==> config.mk <==
export PLATFORM = sky130hd
export DESIGN_NAME = tosm_timer
export DESIGN_NICKNAME = d
export VERILOG_FILES = /design/src/shared/tosm_pkg.sv /design/src/verilog/tosm_edge_detect.sv /design/src/verilog/tosm_mode_decode.sv /design/src/verilog/tosm_timer.sv
export VERILOG_INCLUDE_DIRS = /design/src /design/src/shared
export SDC_FILE = /design/constraint.sdc
export NUM_CORES = 1
export LEC_CHECK = 0
export BUFFER_PORTS_ARGS = -buffer_cell sky130_fd_sc_hd__buf_2
export CAP_MARGIN = 10
export CORE_ASPECT_RATIO = 1.4
export CORE_MARGIN = 8
export CORE_UTILIZATION = 41
export CTS_CLUSTER_SIZE = 30
export DETAILED_ROUTE_END_ITERATION = 10
export PLACE_DENSITY = 0.66
export SLEW_MARGIN = 5
export SYNTH_ARGS = -nofsm -noshare
export SYNTH_HDL_FRONTEND = slang
export SYNTH_SLANG_ARGS = --single-unit
==> constraint.sdc <==
create_clock -name clk -period 4.2 [get_ports clk]
set_clock_uncertainty 0.05 [all_clocks]
set_input_delay 0.42 -clock clk [delete_from_list [all_inputs] [get_ports clk]]
set_output_delay 0.42 -clock clk [all_outputs]
set_load 0.1 [all_outputs]
==> src/shared/tosm_consts.svh <==
// Purpose: Constants for the one-shot and monostable timer mode block.
// Assumes: Included by bare name from design files.
// Notes: Mode codes are the 5-bit mode field values.
`ifndef TOSM_CONSTS_SVH
`define TOSM_CONSTS_SVH
`define TOSM_MODE_OS_RISE 5'h09
`define TOSM_MODE_OS_FALL 5'h0A
`define TOSM_MODE_OS_ANY 5'h0B
`define TOSM_MODE_HL_RISE 5'h0C
`define TOSM_MODE_HL_FALL 5'h0D
`define TOSM_MODE_LR_LOW 5'h0E
`define TOSM_MODE_LR_HIGH 5'h0F
`define TOSM_MODE_MS_RISE 5'h11
`define TOSM_MODE_MS_FALL 5'h12
`define TOSM_MODE_MS_ANY 5'h13
`define TOSM_RESTART_DELAY 2
`define TOSM_COUNT_RESET 8'h00
`endif

==> src/shared/tosm_pkg.sv <==
// Purpose: Types for the one-shot and monostable timer mode block.
// Assumes: Nothing.
// Notes: Mode classes group the mode field codes.
package tosm_pkg;
  typedef enum logic [2:0]
  {
    TOSM_CLS_NONE = 3'b000,
    TOSM_CLS_OS = 3'b001,
    TOSM_CLS_HL = 3'b010,
    TOSM_CLS_LR = 3'b011,
    TOSM_CLS_MS = 3'b100
  } tosm_cls_e;
  typedef logic [4:0] tosm_mode_t;
endpackage

==> src/verilog/tosm_edge_detect.sv <==
// Purpose: Synchronise the external start/reset signal and find its edges.
// Assumes: One clock; rst synchronous active high.
// Notes: First stage feeds only the second stage.
`timescale 1ns/1ns
module tosm_edge_detect
(
  input wire logic clk, // Timer clock.
  input wire logic rst, // Synchronous reset.
  input wire logic sigIn, // Raw external signal.
  output logic level, // Synchronised level.
  output logic rise, // One-cycle rising pulse.
  output logic fall // One-cycle falling pulse.
);
  logic sync1_reg;
  logic sync2_reg;
  logic prev_reg;

  // Two-stage synchroniser, then one history stage for edge compare.
  always_ff @(posedge clk)
  begin
    if (rst)
    begin
      sync1_reg <= 1'b0;
      sync2_reg <= 1'b0;
      prev_reg <= 1'b0;
    end
    else
    begin
      sync1_reg <= sigIn;
      sync2_reg <= sync1_reg;
      prev_reg <= sync2_reg;
    end
  end

  // Each transition produces exactly one pulse.
  assign level = sync2_reg;
  assign rise = sync2_reg & ~prev_reg;
  assign fall = ~sync2_reg & prev_reg;
endmodule

==> src/verilog/tosm_mode_decode.sv <==
// Purpose: Decode the mode field into class and edge selections.
// Assumes: Pure combinational.
// Notes: Unsupported codes decode to the idle class.
`timescale 1ns/1ns
`include "tosm_consts.svh"
module tosm_mode_decode
  import tosm_pkg::*;
(
  input tosm_pkg::tosm_mode_t mode, // Mode field.
  output tosm_pkg::tosm_cls_e cls, // Mode class.
  output logic useRise, // Rising edge qualifies.
  output logic useFall, // Falling edge qualifies.
  output logic resetHigh // Level-reset level is high.
);
  // Mode code table.
  always_comb
  begin
    cls = TOSM_CLS_NONE;
    useRise = 1'b0;
    useFall = 1'b0;
    resetHigh = 1'b0;
    case (mode)
      `TOSM_MODE_OS_RISE:
      begin
        cls = TOSM_CLS_OS;
        useRise = 1'b1;
      end
      `TOSM_MODE_OS_FALL:
      begin
        cls = TOSM_CLS_OS;
        useFall = 1'b1;
      end
      `TOSM_MODE_OS_ANY:
      begin
        cls = TOSM_CLS_OS;
        useRise = 1'b1;
        useFall = 1'b1;
      end
      `TOSM_MODE_HL_RISE:
      begin
        cls = TOSM_CLS_HL;
        useRise = 1'b1;
      end
      `TOSM_MODE_HL_FALL:
      begin
        cls = TOSM_CLS_HL;
        useFall = 1'b1;
      end
      `TOSM_MODE_LR_LOW:
      begin
        cls = TOSM_CLS_LR;
        useRise = 1'b1;
      end
      `TOSM_MODE_LR_HIGH:
      begin
        cls = TOSM_CLS_LR;
        useFall = 1'b1;
        resetHigh = 1'b1;
      end
      `TOSM_MODE_MS_RISE:
      begin
        cls = TOSM_CLS_MS;
        useRise = 1'b1;
      end
      `TOSM_MODE_MS_FALL:
      begin
        cls = TOSM_CLS_MS;
        useFall = 1'b1;
      end
      `TOSM_MODE_MS_ANY:
      begin
        cls = TOSM_CLS_MS;
        useRise = 1'b1;
        useFall = 1'b1;
      end
      default:
      begin
        cls = TOSM_CLS_NONE;
      end
    endcase
  end
endmodule

==> src/verilog/tosm_timer.sv <==
// Purpose: Mode control of an 8-bit period timer, triggered one-shot modes.
// Assumes: Inputs synchronous to clk; clk is the selected timer clock.
// Notes: Software run-bit set and clear arrive as one-cycle pulses.
`timescale 1ns/1ns
`include "tosm_consts.svh"
module tosm_timer
  import tosm_pkg::*;
#(
  parameter int WIDTH = 8 // Counter width.
)
(
  input wire logic clk, // Timer clock, 10 MHz.
  input wire logic rst, // Synchronous reset, active high.
  input wire logic runSet, // Software sets run bit, pulse.
  input wire logic runClr, // Software clears run bit, pulse.
  input tosm_pkg::tosm_mode_t mode, // Mode field.
  input wire logic [WIDTH-1:0] periodValue, // Period value.
  input wire logic [WIDTH-1:0] pulseWidthValue, // Pulse-width value.
  input wire logic extStartResetSignal, // External start/reset signal.
  output logic runBit, // Run bit state.
  output logic [WIDTH-1:0] counterValue, // Counter value.
  output logic pwmDrive, // Drive to the compare/PWM unit.
  output logic counting // Counter is advancing.
);
  import tosm_pkg::*;

  // ---------------------------------------------------------------
  // Decode and edge detection
  // ---------------------------------------------------------------
  tosm_cls_e cls;
  logic useRise;
  logic useFall;
  logic resetHigh;
  logic extLevel;
  logic extRise;
  logic extFall;

  tosm_mode_decode u_decode
  (
    .mode(mode),
    .cls(cls),
    .useRise(useRise),
    .useFall(useFall),
    .resetHigh(resetHigh)
  );

  tosm_edge_detect u_edge
  (
    .clk(clk),
    .rst(rst),
    .sigIn(extStartResetSignal),
    .level(extLevel),
    .rise(extRise),
    .fall(extFall)
  );

  // ---------------------------------------------------------------
  // State
  // ---------------------------------------------------------------
  logic run_reg;
  logic run_next;
  logic [WIDTH-1:0] count_reg;
  logic [WIDTH-1:0] count_next;
  logic active_reg;
  logic active_next;
  logic started_reg;
  logic started_next;
  logic [1:0] delay_reg;
  logic [1:0] delay_next;
  logic pwm_reg;
  logic pwm_next;

  // Qualifying edge and the level-reset condition.
  wire qualEdge = (useRise & extRise) | (useFall & extFall);
  wire atResetLevel = (extLevel == resetHigh);
  wire periodMatch = active_reg & (delay_reg == 2'h0) & (count_reg == periodValue);
  wire pulseMatch = (count_reg == pulseWidthValue);
  wire runNow = (run_reg | runSet) & ~runClr;
  wire clsOs = (cls == TOSM_CLS_OS);
  wire clsHl = (cls == TOSM_CLS_HL);
  wire clsLr = (cls == TOSM_CLS_LR);
  wire clsMs = (cls == TOSM_CLS_MS);
  wire edgeTaken = run_reg & qualEdge;
  wire lrHold = clsLr & atResetLevel;

  // Next-state logic for all supported mode classes.
  always_comb
  begin
    run_next = runNow;
    count_next = count_reg;
    active_next = active_reg;
    started_next = started_reg;
    delay_next = delay_reg;
    pwm_next = pwm_reg;
    if (!run_reg)
    begin
      // Stopped: any start must come from a fresh edge after run is set again.
      active_next = 1'b0;
      started_next = 1'b0;
      delay_next = 2'h0;
    end
    else if (cls == TOSM_CLS_NONE)
    begin
      active_next = 1'b0;
    end
    else if (lrHold)
    begin
      // Counter held in reset while the signal sits at the reset level.
      count_next = `TOSM_COUNT_RESET;
      active_next = 1'b0;
    end
    else if (clsHl & started_reg & qualEdge)
    begin
      // Later edges reset the counter and restart after two clocks.
      count_next = `TOSM_COUNT_RESET;
      delay_next = 2'(`TOSM_RESTART_DELAY - 1);
      active_next = 1'b1;
      pwm_next = 1'b1;
    end
    else if (!active_reg & edgeTaken)
    begin
      // Starting edge begins counting and asserts the drive.
      active_next = 1'b1;
      started_next = 1'b1;
      pwm_next = 1'b1;
    end
    else if (active_reg & (delay_reg != 2'h0))
    begin
      delay_next = delay_reg - 2'h1;
    end
    else if (periodMatch)
    begin
      // Next clock after the match: counter to zero and stop.
      count_next = `TOSM_COUNT_RESET;
      active_next = 1'b0;
      pwm_next = 1'b0;
      if (clsOs | clsHl | clsLr)
      begin
        run_next = 1'b0;
      end
      else
      begin
        run_next = runNow;
      end
    end
    else if (active_reg)
    begin
      count_next = count_reg + 1'b1;
      if (pulseMatch)
      begin
        pwm_next = 1'b0;
      end
    end
    if (!clsMs & !clsLr & !clsHl & !clsOs)
    begin
      pwm_next = 1'b0;
    end
  end

  // ---------------------------------------------------------------
  // Registers
  // ---------------------------------------------------------------
  // Software stop keeps the count; a later edge resumes from there, except in level-reset modes, where the reset level zeroes it first.
  always_ff @(posedge clk)
  begin
    if (rst)
    begin
      run_reg <= 1'b0;
      count_reg <= '0;
      active_reg <= 1'b0;
      started_reg <= 1'b0;
      delay_reg <= 2'h0;
      pwm_reg <= 1'b0;
    end
    else
    begin
      run_reg <= run_next;
      count_reg <= count_next;
      active_reg <= active_next;
      started_reg <= started_next;
      delay_reg <= delay_next;
      pwm_reg <= pwm_next;
    end
  end

  // Outputs straight from flip-flops.
  always_ff @(posedge clk)
  begin
    if (rst)
    begin
      runBit <= 1'b0;
      counterValue <= '0;
      pwmDrive <= 1'b0;
      counting <= 1'b0;
    end
    else
    begin
      runBit <= run_next;
      counterValue <= count_next;
      pwmDrive <= pwm_next;
      counting <= active_next & (delay_next == 2'h0);
    end
  end

  // ---------------------------------------------------------------
  // Checks
  // ---------------------------------------------------------------
  property p_os_idle;
    @(posedge clk) disable iff (rst)
    (run_reg & clsOs & !active_reg & !qualEdge & !runClr) |=> !active_reg;
  endproperty
  a_os_idle: assert property (p_os_idle) else $error("one-shot started without edge");

  property p_os_clear;
    @(posedge clk) disable iff (rst)
    (run_reg & periodMatch & clsOs & !qualEdge) |=> (!run_reg && count_reg == '0);
  endproperty
  a_os_clear: assert property (p_os_clear) else $error("one-shot run not cleared");

  property p_stop_idle;
    @(posedge clk) disable iff (rst)
    !run_reg |=> !active_reg;
  endproperty
  a_stop_idle: assert property (p_stop_idle) else $error("counting while run clear");

  property p_start_drive;
    @(posedge clk) disable iff (rst)
    (!active_reg & edgeTaken & !lrHold & !runClr) |=> (pwm_reg && active_reg);
  endproperty
  a_start_drive: assert property (p_start_drive) else $error("start edge missed");

  property p_hl_restart;
    @(posedge clk) disable iff (rst)
    (run_reg & clsHl & started_reg & qualEdge & !runClr) |=>
      (count_reg == '0 && delay_reg == 2'h1) ##1 (count_reg == '0);
  endproperty
  a_hl_restart: assert property (p_hl_restart) else $error("reset edge delay wrong");

  property p_hl_ignore;
    @(posedge clk) disable iff (rst)
    (!run_reg & clsHl) |=> !started_reg;
  endproperty
  a_hl_ignore: assert property (p_hl_ignore) else $error("edge used while run clear");

  property p_lr_hold;
    @(posedge clk) disable iff (rst)
    (run_reg & lrHold) |=> (count_reg == '0 && !active_reg);
  endproperty
  a_lr_hold: assert property (p_lr_hold) else $error("level reset not held");

  property p_ms_keep;
    @(posedge clk) disable iff (rst)
    (run_reg & periodMatch & clsMs & !runClr & !qualEdge) |=>
      (run_reg && count_reg == '0 && !pwm_reg);
  endproperty
  a_ms_keep: assert property (p_ms_keep) else $error("monostable stop wrong");

  property p_os_pulse;
    @(posedge clk) disable iff (rst)
    (run_reg & clsOs & active_reg & (delay_reg == 2'h0) & pulseMatch) |=> !pwm_reg;
  endproperty
  a_os_pulse: assert property (p_os_pulse) else $error("one-shot drive not ended");

  property p_sw_keep;
    @(posedge clk) disable iff (rst)
    !run_reg |=> $stable(count_reg);
  endproperty
  a_sw_keep: assert property (p_sw_keep) else $error("count moved while stopped");

  property p_hl_first;
    @(posedge clk) disable iff (rst)
    (run_reg & clsHl & !started_reg & !active_reg & qualEdge) |=>
      (started_reg && active_reg && pwm_reg);
  endproperty
  a_hl_first: assert property (p_hl_first) else $error("first edge did not start");

  property p_hl_clear;
    @(posedge clk) disable iff (rst)
    (run_reg & periodMatch & clsHl & !qualEdge) |=> (!run_reg && count_reg == '0);
  endproperty
  a_hl_clear: assert property (p_hl_clear) else $error("limit run not cleared");

  property p_hl_pulse;
    @(posedge clk) disable iff (rst)
    (run_reg & clsHl & active_reg & (delay_reg == 2'h0) & pulseMatch & !qualEdge) |=>
      !pwm_reg;
  endproperty
  a_hl_pulse: assert property (p_hl_pulse) else $error("limit drive not ended");

  property p_lr_clear;
    @(posedge clk) disable iff (rst)
    (run_reg & periodMatch & clsLr & !lrHold) |=> (!run_reg && count_reg == '0);
  endproperty
  a_lr_clear: assert property (p_lr_clear) else $error("level run not cleared");

  property p_lr_rearm;
    @(posedge clk) disable iff (rst)
    (run_reg & clsLr & !active_reg & !qualEdge) |=> !active_reg;
  endproperty
  a_lr_rearm: assert property (p_lr_rearm) else $error("level start without edge");

  property p_lr_pulse;
    @(posedge clk) disable iff (rst)
    (run_reg & clsLr & active_reg & !lrHold & (delay_reg == 2'h0) & pulseMatch) |=>
      !pwm_reg;
  endproperty
  a_lr_pulse: assert property (p_lr_pulse) else $error("level drive not ended");

  property p_ms_start;
    @(posedge clk) disable iff (rst)
    (run_reg & clsMs & !active_reg & qualEdge) |=> (active_reg && pwm_reg);
  endproperty
  a_ms_start: assert property (p_ms_start) else $error("monostable start missed");

  property p_ms_stop;
    @(posedge clk) disable iff (rst)
    (run_reg & clsMs & !active_reg & !qualEdge) |=> (!active_reg && $stable(count_reg));
  endproperty
  a_ms_stop: assert property (p_ms_stop) else $error("monostable moved idle");

  property p_ms_ignore;
    @(posedge clk) disable iff (rst)
    (run_reg & clsMs & active_reg & !pwm_reg & qualEdge) |=> !pwm_reg;
  endproperty
  a_ms_ignore: assert property (p_ms_ignore) else $error("extra edge drove pwm");

  c_os_done: cover property (@(posedge clk) disable iff (rst) periodMatch & clsOs);
  c_hl_reset: cover property (@(posedge clk) disable iff (rst) clsHl & started_reg & qualEdge);
  c_ms_done: cover property (@(posedge clk) disable iff (rst) periodMatch & clsMs);
  c_lr_done: cover property (@(posedge clk) disable iff (rst) periodMatch & clsLr);
  c_sw_stop: cover property (@(posedge clk) disable iff (rst) active_reg & runClr);
endmodule
Yosys cells after proc, flatten, opt, wreduce, memory -nomap -nowiden

Cells that the tools add are included.

Register bits after elaboration: 18
Input port bits: 26
Output and inout port bits: 11
Word-level logic and storage cells: 120

Add/subtract/negate cells: 2
Equal/unequal tests: 20
Mux-type cells: 37
Bitwise logic cells: 28
Reductions and logical operators: 23

Operators by type and width:

| cell                                                | count |
|---|---|
| two-way mux 8 bit                                   | 6 |
| equality test 5 x 4 -> 1 bit, second input constant | 7 |
| two-way mux 1 bit                                   | 24 |
| AND 1 bit                                           | 17 |
| equality test 8 bit                                 | 2 |
| equality test 5 bit, second input constant          | 3 |
| two-way mux 2 bit                                   | 6 |
| one-hot mux 3 bit (4 select lines)                  | 1 |
| nonzero test 4 bit                                  | 3 |
| OR reduction 6 bit                                  | 2 |
| inequality test 3 bit, second input constant        | 3 |
| adder 8 x 1 -> 8 bit, second input constant         | 1 |
| OR reduction 2 bit                                  | 4 |
| inverter 1 bit                                      | 7 |
| equality test 3 x 2 -> 1 bit, second input constant | 2 |
| AND reduction 6 bit                                 | 1 |
| OR reduction 3 bit                                  | 2 |
| zero test 1 bit                                     | 5 |
| AND reduction 5 bit                                 | 1 |
| zero test 2 bit                                     | 2 |
| OR 1 bit                                            | 4 |
| AND reduction 4 bit                                 | 1 |
| equality test 3 x 1 -> 1 bit, second input constant | 1 |
| equality test 3 bit, second input constant          | 1 |
| 4 further kinds                                     | 4 |

Logic depth before layout (Yosys ltp)

Word-level depth: 14
Gate-level depth with buffers: 8
Gate-level depth less buffers: 8

Cells and area by module

From an unflattened synthesis, not the netlist that was laid out.

Cells, all modules: 145
Area total of the unflattened synthesis: 1303.8 sq um

Modules (own cells, without submodules):

| module           | times used | cells an instance | area each (sq um) | seq. area each (sq um) |
|---|---|---|---|---|
| tosm_timer       | 1          | 126               | 1109.8            | 300.3 |
| tosm_mode_decode | 1          | 11                | 102.6             | 0.0 |
| tosm_edge_detect | 1          | 8                 | 91.3              | 60.1 |

Worst setup path after synthesis

No wires, ideal clock.

Path type: reg-to-reg
From: register counterValue[4] (netlist name)
To: register counterValue[6]
Library setup time: 0.118 ns
Data arrival time: 2.373 ns
Required time: 4.032 ns
Slack: 1.659 ns
Stages on the path, launching flop included: 8
Buffers on the path: 1
Clock period less this slack: 2.541 ns
Cells stage by stage: dfxtp_1 > buf_2 > xor2_1 > nor4_1 > nand3_1 > and3_4 > a22o_1 > a22o_1

RTL lines:

| element              | line              | text |
|---|---|---|
| end signal, assigned | tosm_timer.sv:199 | `counterValue <= count_next;` |
| end, declared        | tosm_timer.sv:21  | `output logic [WIDTH-1:0] counterValue,` |

==> results_dict.tcl <==
set metrics [dict create \
    tns_ps 0 \
    ir_drop_v 0.000127 \
    core_area_um2 2880 \
    dieArea_um2 5060 \
    wl_mm 3.18 \
    path_clk_slew_ps 70 \
    power.total_w 0.000369 \
    finalHoldViolCount 0 \
    diodes 0 \
    area_delta_synth_final_pct 21.3 \
    grt_use_total_pct 13.1 \
    start_util_pct 43.0 \
    syn_inst 140 \
    netlist.area_leader.share_pct 29.1 \
    yosys.cell_types.count 46 \
    firstDrtPassIters 4 \
    tritoncts "built" \
    largest_register_ffs 8 \
    drt_iter0_markers 50 \
    grt_pass1_vias 1228 \
    relSlewSlack_pct 67.4 \
    antenna_found_initial 0 \
    routabilityCongestion 0.874 \
    cp.required_ps 4300 \
    async_reset_ff_share_pct 0 \
    fin_cells 213 \
    wl_per_cell_um 14.9 \
    cp_slowest_cell "dfxtp_1" \
    min_path_type "in2reg" \
    whs_ps 334 \
    pin_count 37 \
    viasPerCell 5.43 \
    crit_path_start_kind "register" \
    grt_overflow 0 \
    drv_slew 0 \
    worstHoldStart "extStartResetSignal" \
    tightest_slew_ps 492 \
    mappedNetlistArea_um2 1240 \
    ys_seq_area_share_pct 29.1 \
    crit_path_cell_trace "xor2_1, nor4_1, nand3_1, and3_4, a22o_1, a22o_1" \
    syn-mean-instance-area_um2 8.85 \
    die_w_um 62.5 \
    crit_path_end_kind "register" \
    drtAntennaViolNets 0 \
    period_share_pct 46.6 \
    synthTopCellsByCount "dfxtp_1 (18), nand3_1 (10), nor2_1 (10), nor2b_1 (10)" \
    cp_num_buf_inv 0 \
    synthFlopType "dfxtp_1" \
    synth_seq_cells 18 \
    cts_resized 0 \
    timing.rr.start "counterValue[3]" \
    cts_hold_buffers 0 \
    die_h_um 81.0 \
    synth_top_area_cell "dfxtp_1" \
    drc 0 \
    clockBufferDepth 2 \
    crit_start "counterValue[3]" \
    setup_viol 0 \
    path_class "reg2reg" \
    cts_htree_levels 1 \
    finalCriticalPeriod_ps 1960 \
    finalCoreUtilization_pct 52.2 \
    port_buffers 36 \
    drv_cap 0 \
    layout-drive-gt1-share_pct 31.3 \
    crit_arrival_ps 2050 \
    yosysWarnings 0 \
    crit_top_cell "a22o_1" \
    grt_max_degree 12 \
    grt_pass1_wl_mm 5.58 \
    finalNetCount 205 \
    clk_latency_ps 250 \
    synthesis.nets 168 \
    synth_most_common_cell "dfxtp_1" \
    outcome "finished, final reports clean" \
    rsz0062_at_grt "no" \
    root_buffer "clkbuf_8" \
    synth-edff-count 0 \
    power.leakage_nw 0.653 \
    cts.sinks 18 \
    cts_made_buffers 3 \
    cts_setup_buffers 0 \
    crit_fanout 7 \
    fmax_mhz 511 \
    yosys-top-cells-area "dfxtp_1 (29%), xnor2_1 (6.4%), xor2_1 (6.4%)" \
    place_inst 209 \
    hpwlAfterDp_mm 2.55 \
    powerDensity_nw_per_um2 245 \
    worst_path_largest_cell_delay_ps 490 \
    vias 1156 \
    rows 23 \
    worst_path_dominant_cell_family "simple AND/OR/NAND/NOR gates" \
]
path summary, 6_finish.rpt:
path	end	slack (ps)	depth (start not counted)
setup / recovery	counterValue[6]	2240	6
hold / removal	u_edge.sync1_reg	330	2
setup reg to reg	counterValue[6]	2240	6
hold reg to reg	u_edge.level	390	1
cell families after synthesis:
group	Yosys count	share of synthesized area, %
muxes	1	0.808
and+or+nand+nor	56	27.8
buffers and inverters	10	3.23
xor gates and xnor gates	18	12.7
DFF	18	29.1
AOI/OAI and AO/OA	35	24.3
adders and majority gates	2	2.02
layout by cell type (no fill, tap or decap), types with 2 or more instances in the layout:
cell | synthesis | layout
buf_2 | 2 | 36
dfxtp_1 | 18 | 18
nor2b_1 | 10 | 10
nor2_1 | 10 | 10
nand3_1 | 10 | 10
xnor2_1 | 9 | 9
xor2_1 | 9 | 9
o21ai_0 | 7 | 7
inv_1 | 6 | 6
nand2_1 | 5 | 5
a22o_1 | 5 | 5
clkbuf_8 | 0 | 4
nor3_1 | 3 | 3
a32oi_1 | 3 | 3
o31ai_1 | 3 | 3
nand2b_1 | 2 | 2
nand3b_1 | 2 | 2
o32ai_2 | 2 | 2
and3_1 | 2 | 2
nor2_4 | 2 | 2
o2bb2ai_1 | 2 | 2
ha_1 | 2 | 2
routing by layer:
| layer | vias to the layer above | wire length [um] | global-route usage [%] |
|---|---|---|---|
| met4 | 0 | 68 | 6.64 |
| met3 | 8 | 215 | 3.44 |
| met5 | - | 0 | 0 |
| met1 | 521 | 1290 | 14.3 |
| met2 | 46 | 1600 | 23.3 |
| li1 | 581 | - | - |
metrics by stage:
step	setup WS (ps)	cell area [um2]
after floorplan	1660	1240
after global placement	2100	1450
after detailed placement	2050	1450
after CTS	2240	1500
after global routing	2080	1500
final	2240	1500
worst register-to-register path: stages, from the launching register on:
cell and delay, ps:
dfxtp_1 490, xor2_1 110, nor4_1 380, nand3_1 180, and3_4 250, a22o_1 180, a22o_1 220
report_power, final:
group / total [W] / switching [W] / internal, W
Clock: 0.000138 / 0.0000548 / 0.0000832
Sequential: 0.000175 / 0.00000243 / 0.000173
Combinational: 0.0000556 / 0.0000315 / 0.0000240
layout make-up:
cell class                 count  area [um2]
clock buffer                   4        55.1
fill                         293        1380
inverter                       6        22.5
multi-input combinational    112         838
sequential                    18         360
tap                           37        46.3
timing repair buffer          36         180
No activity file was read; power rests on OpenSTA's default activity.
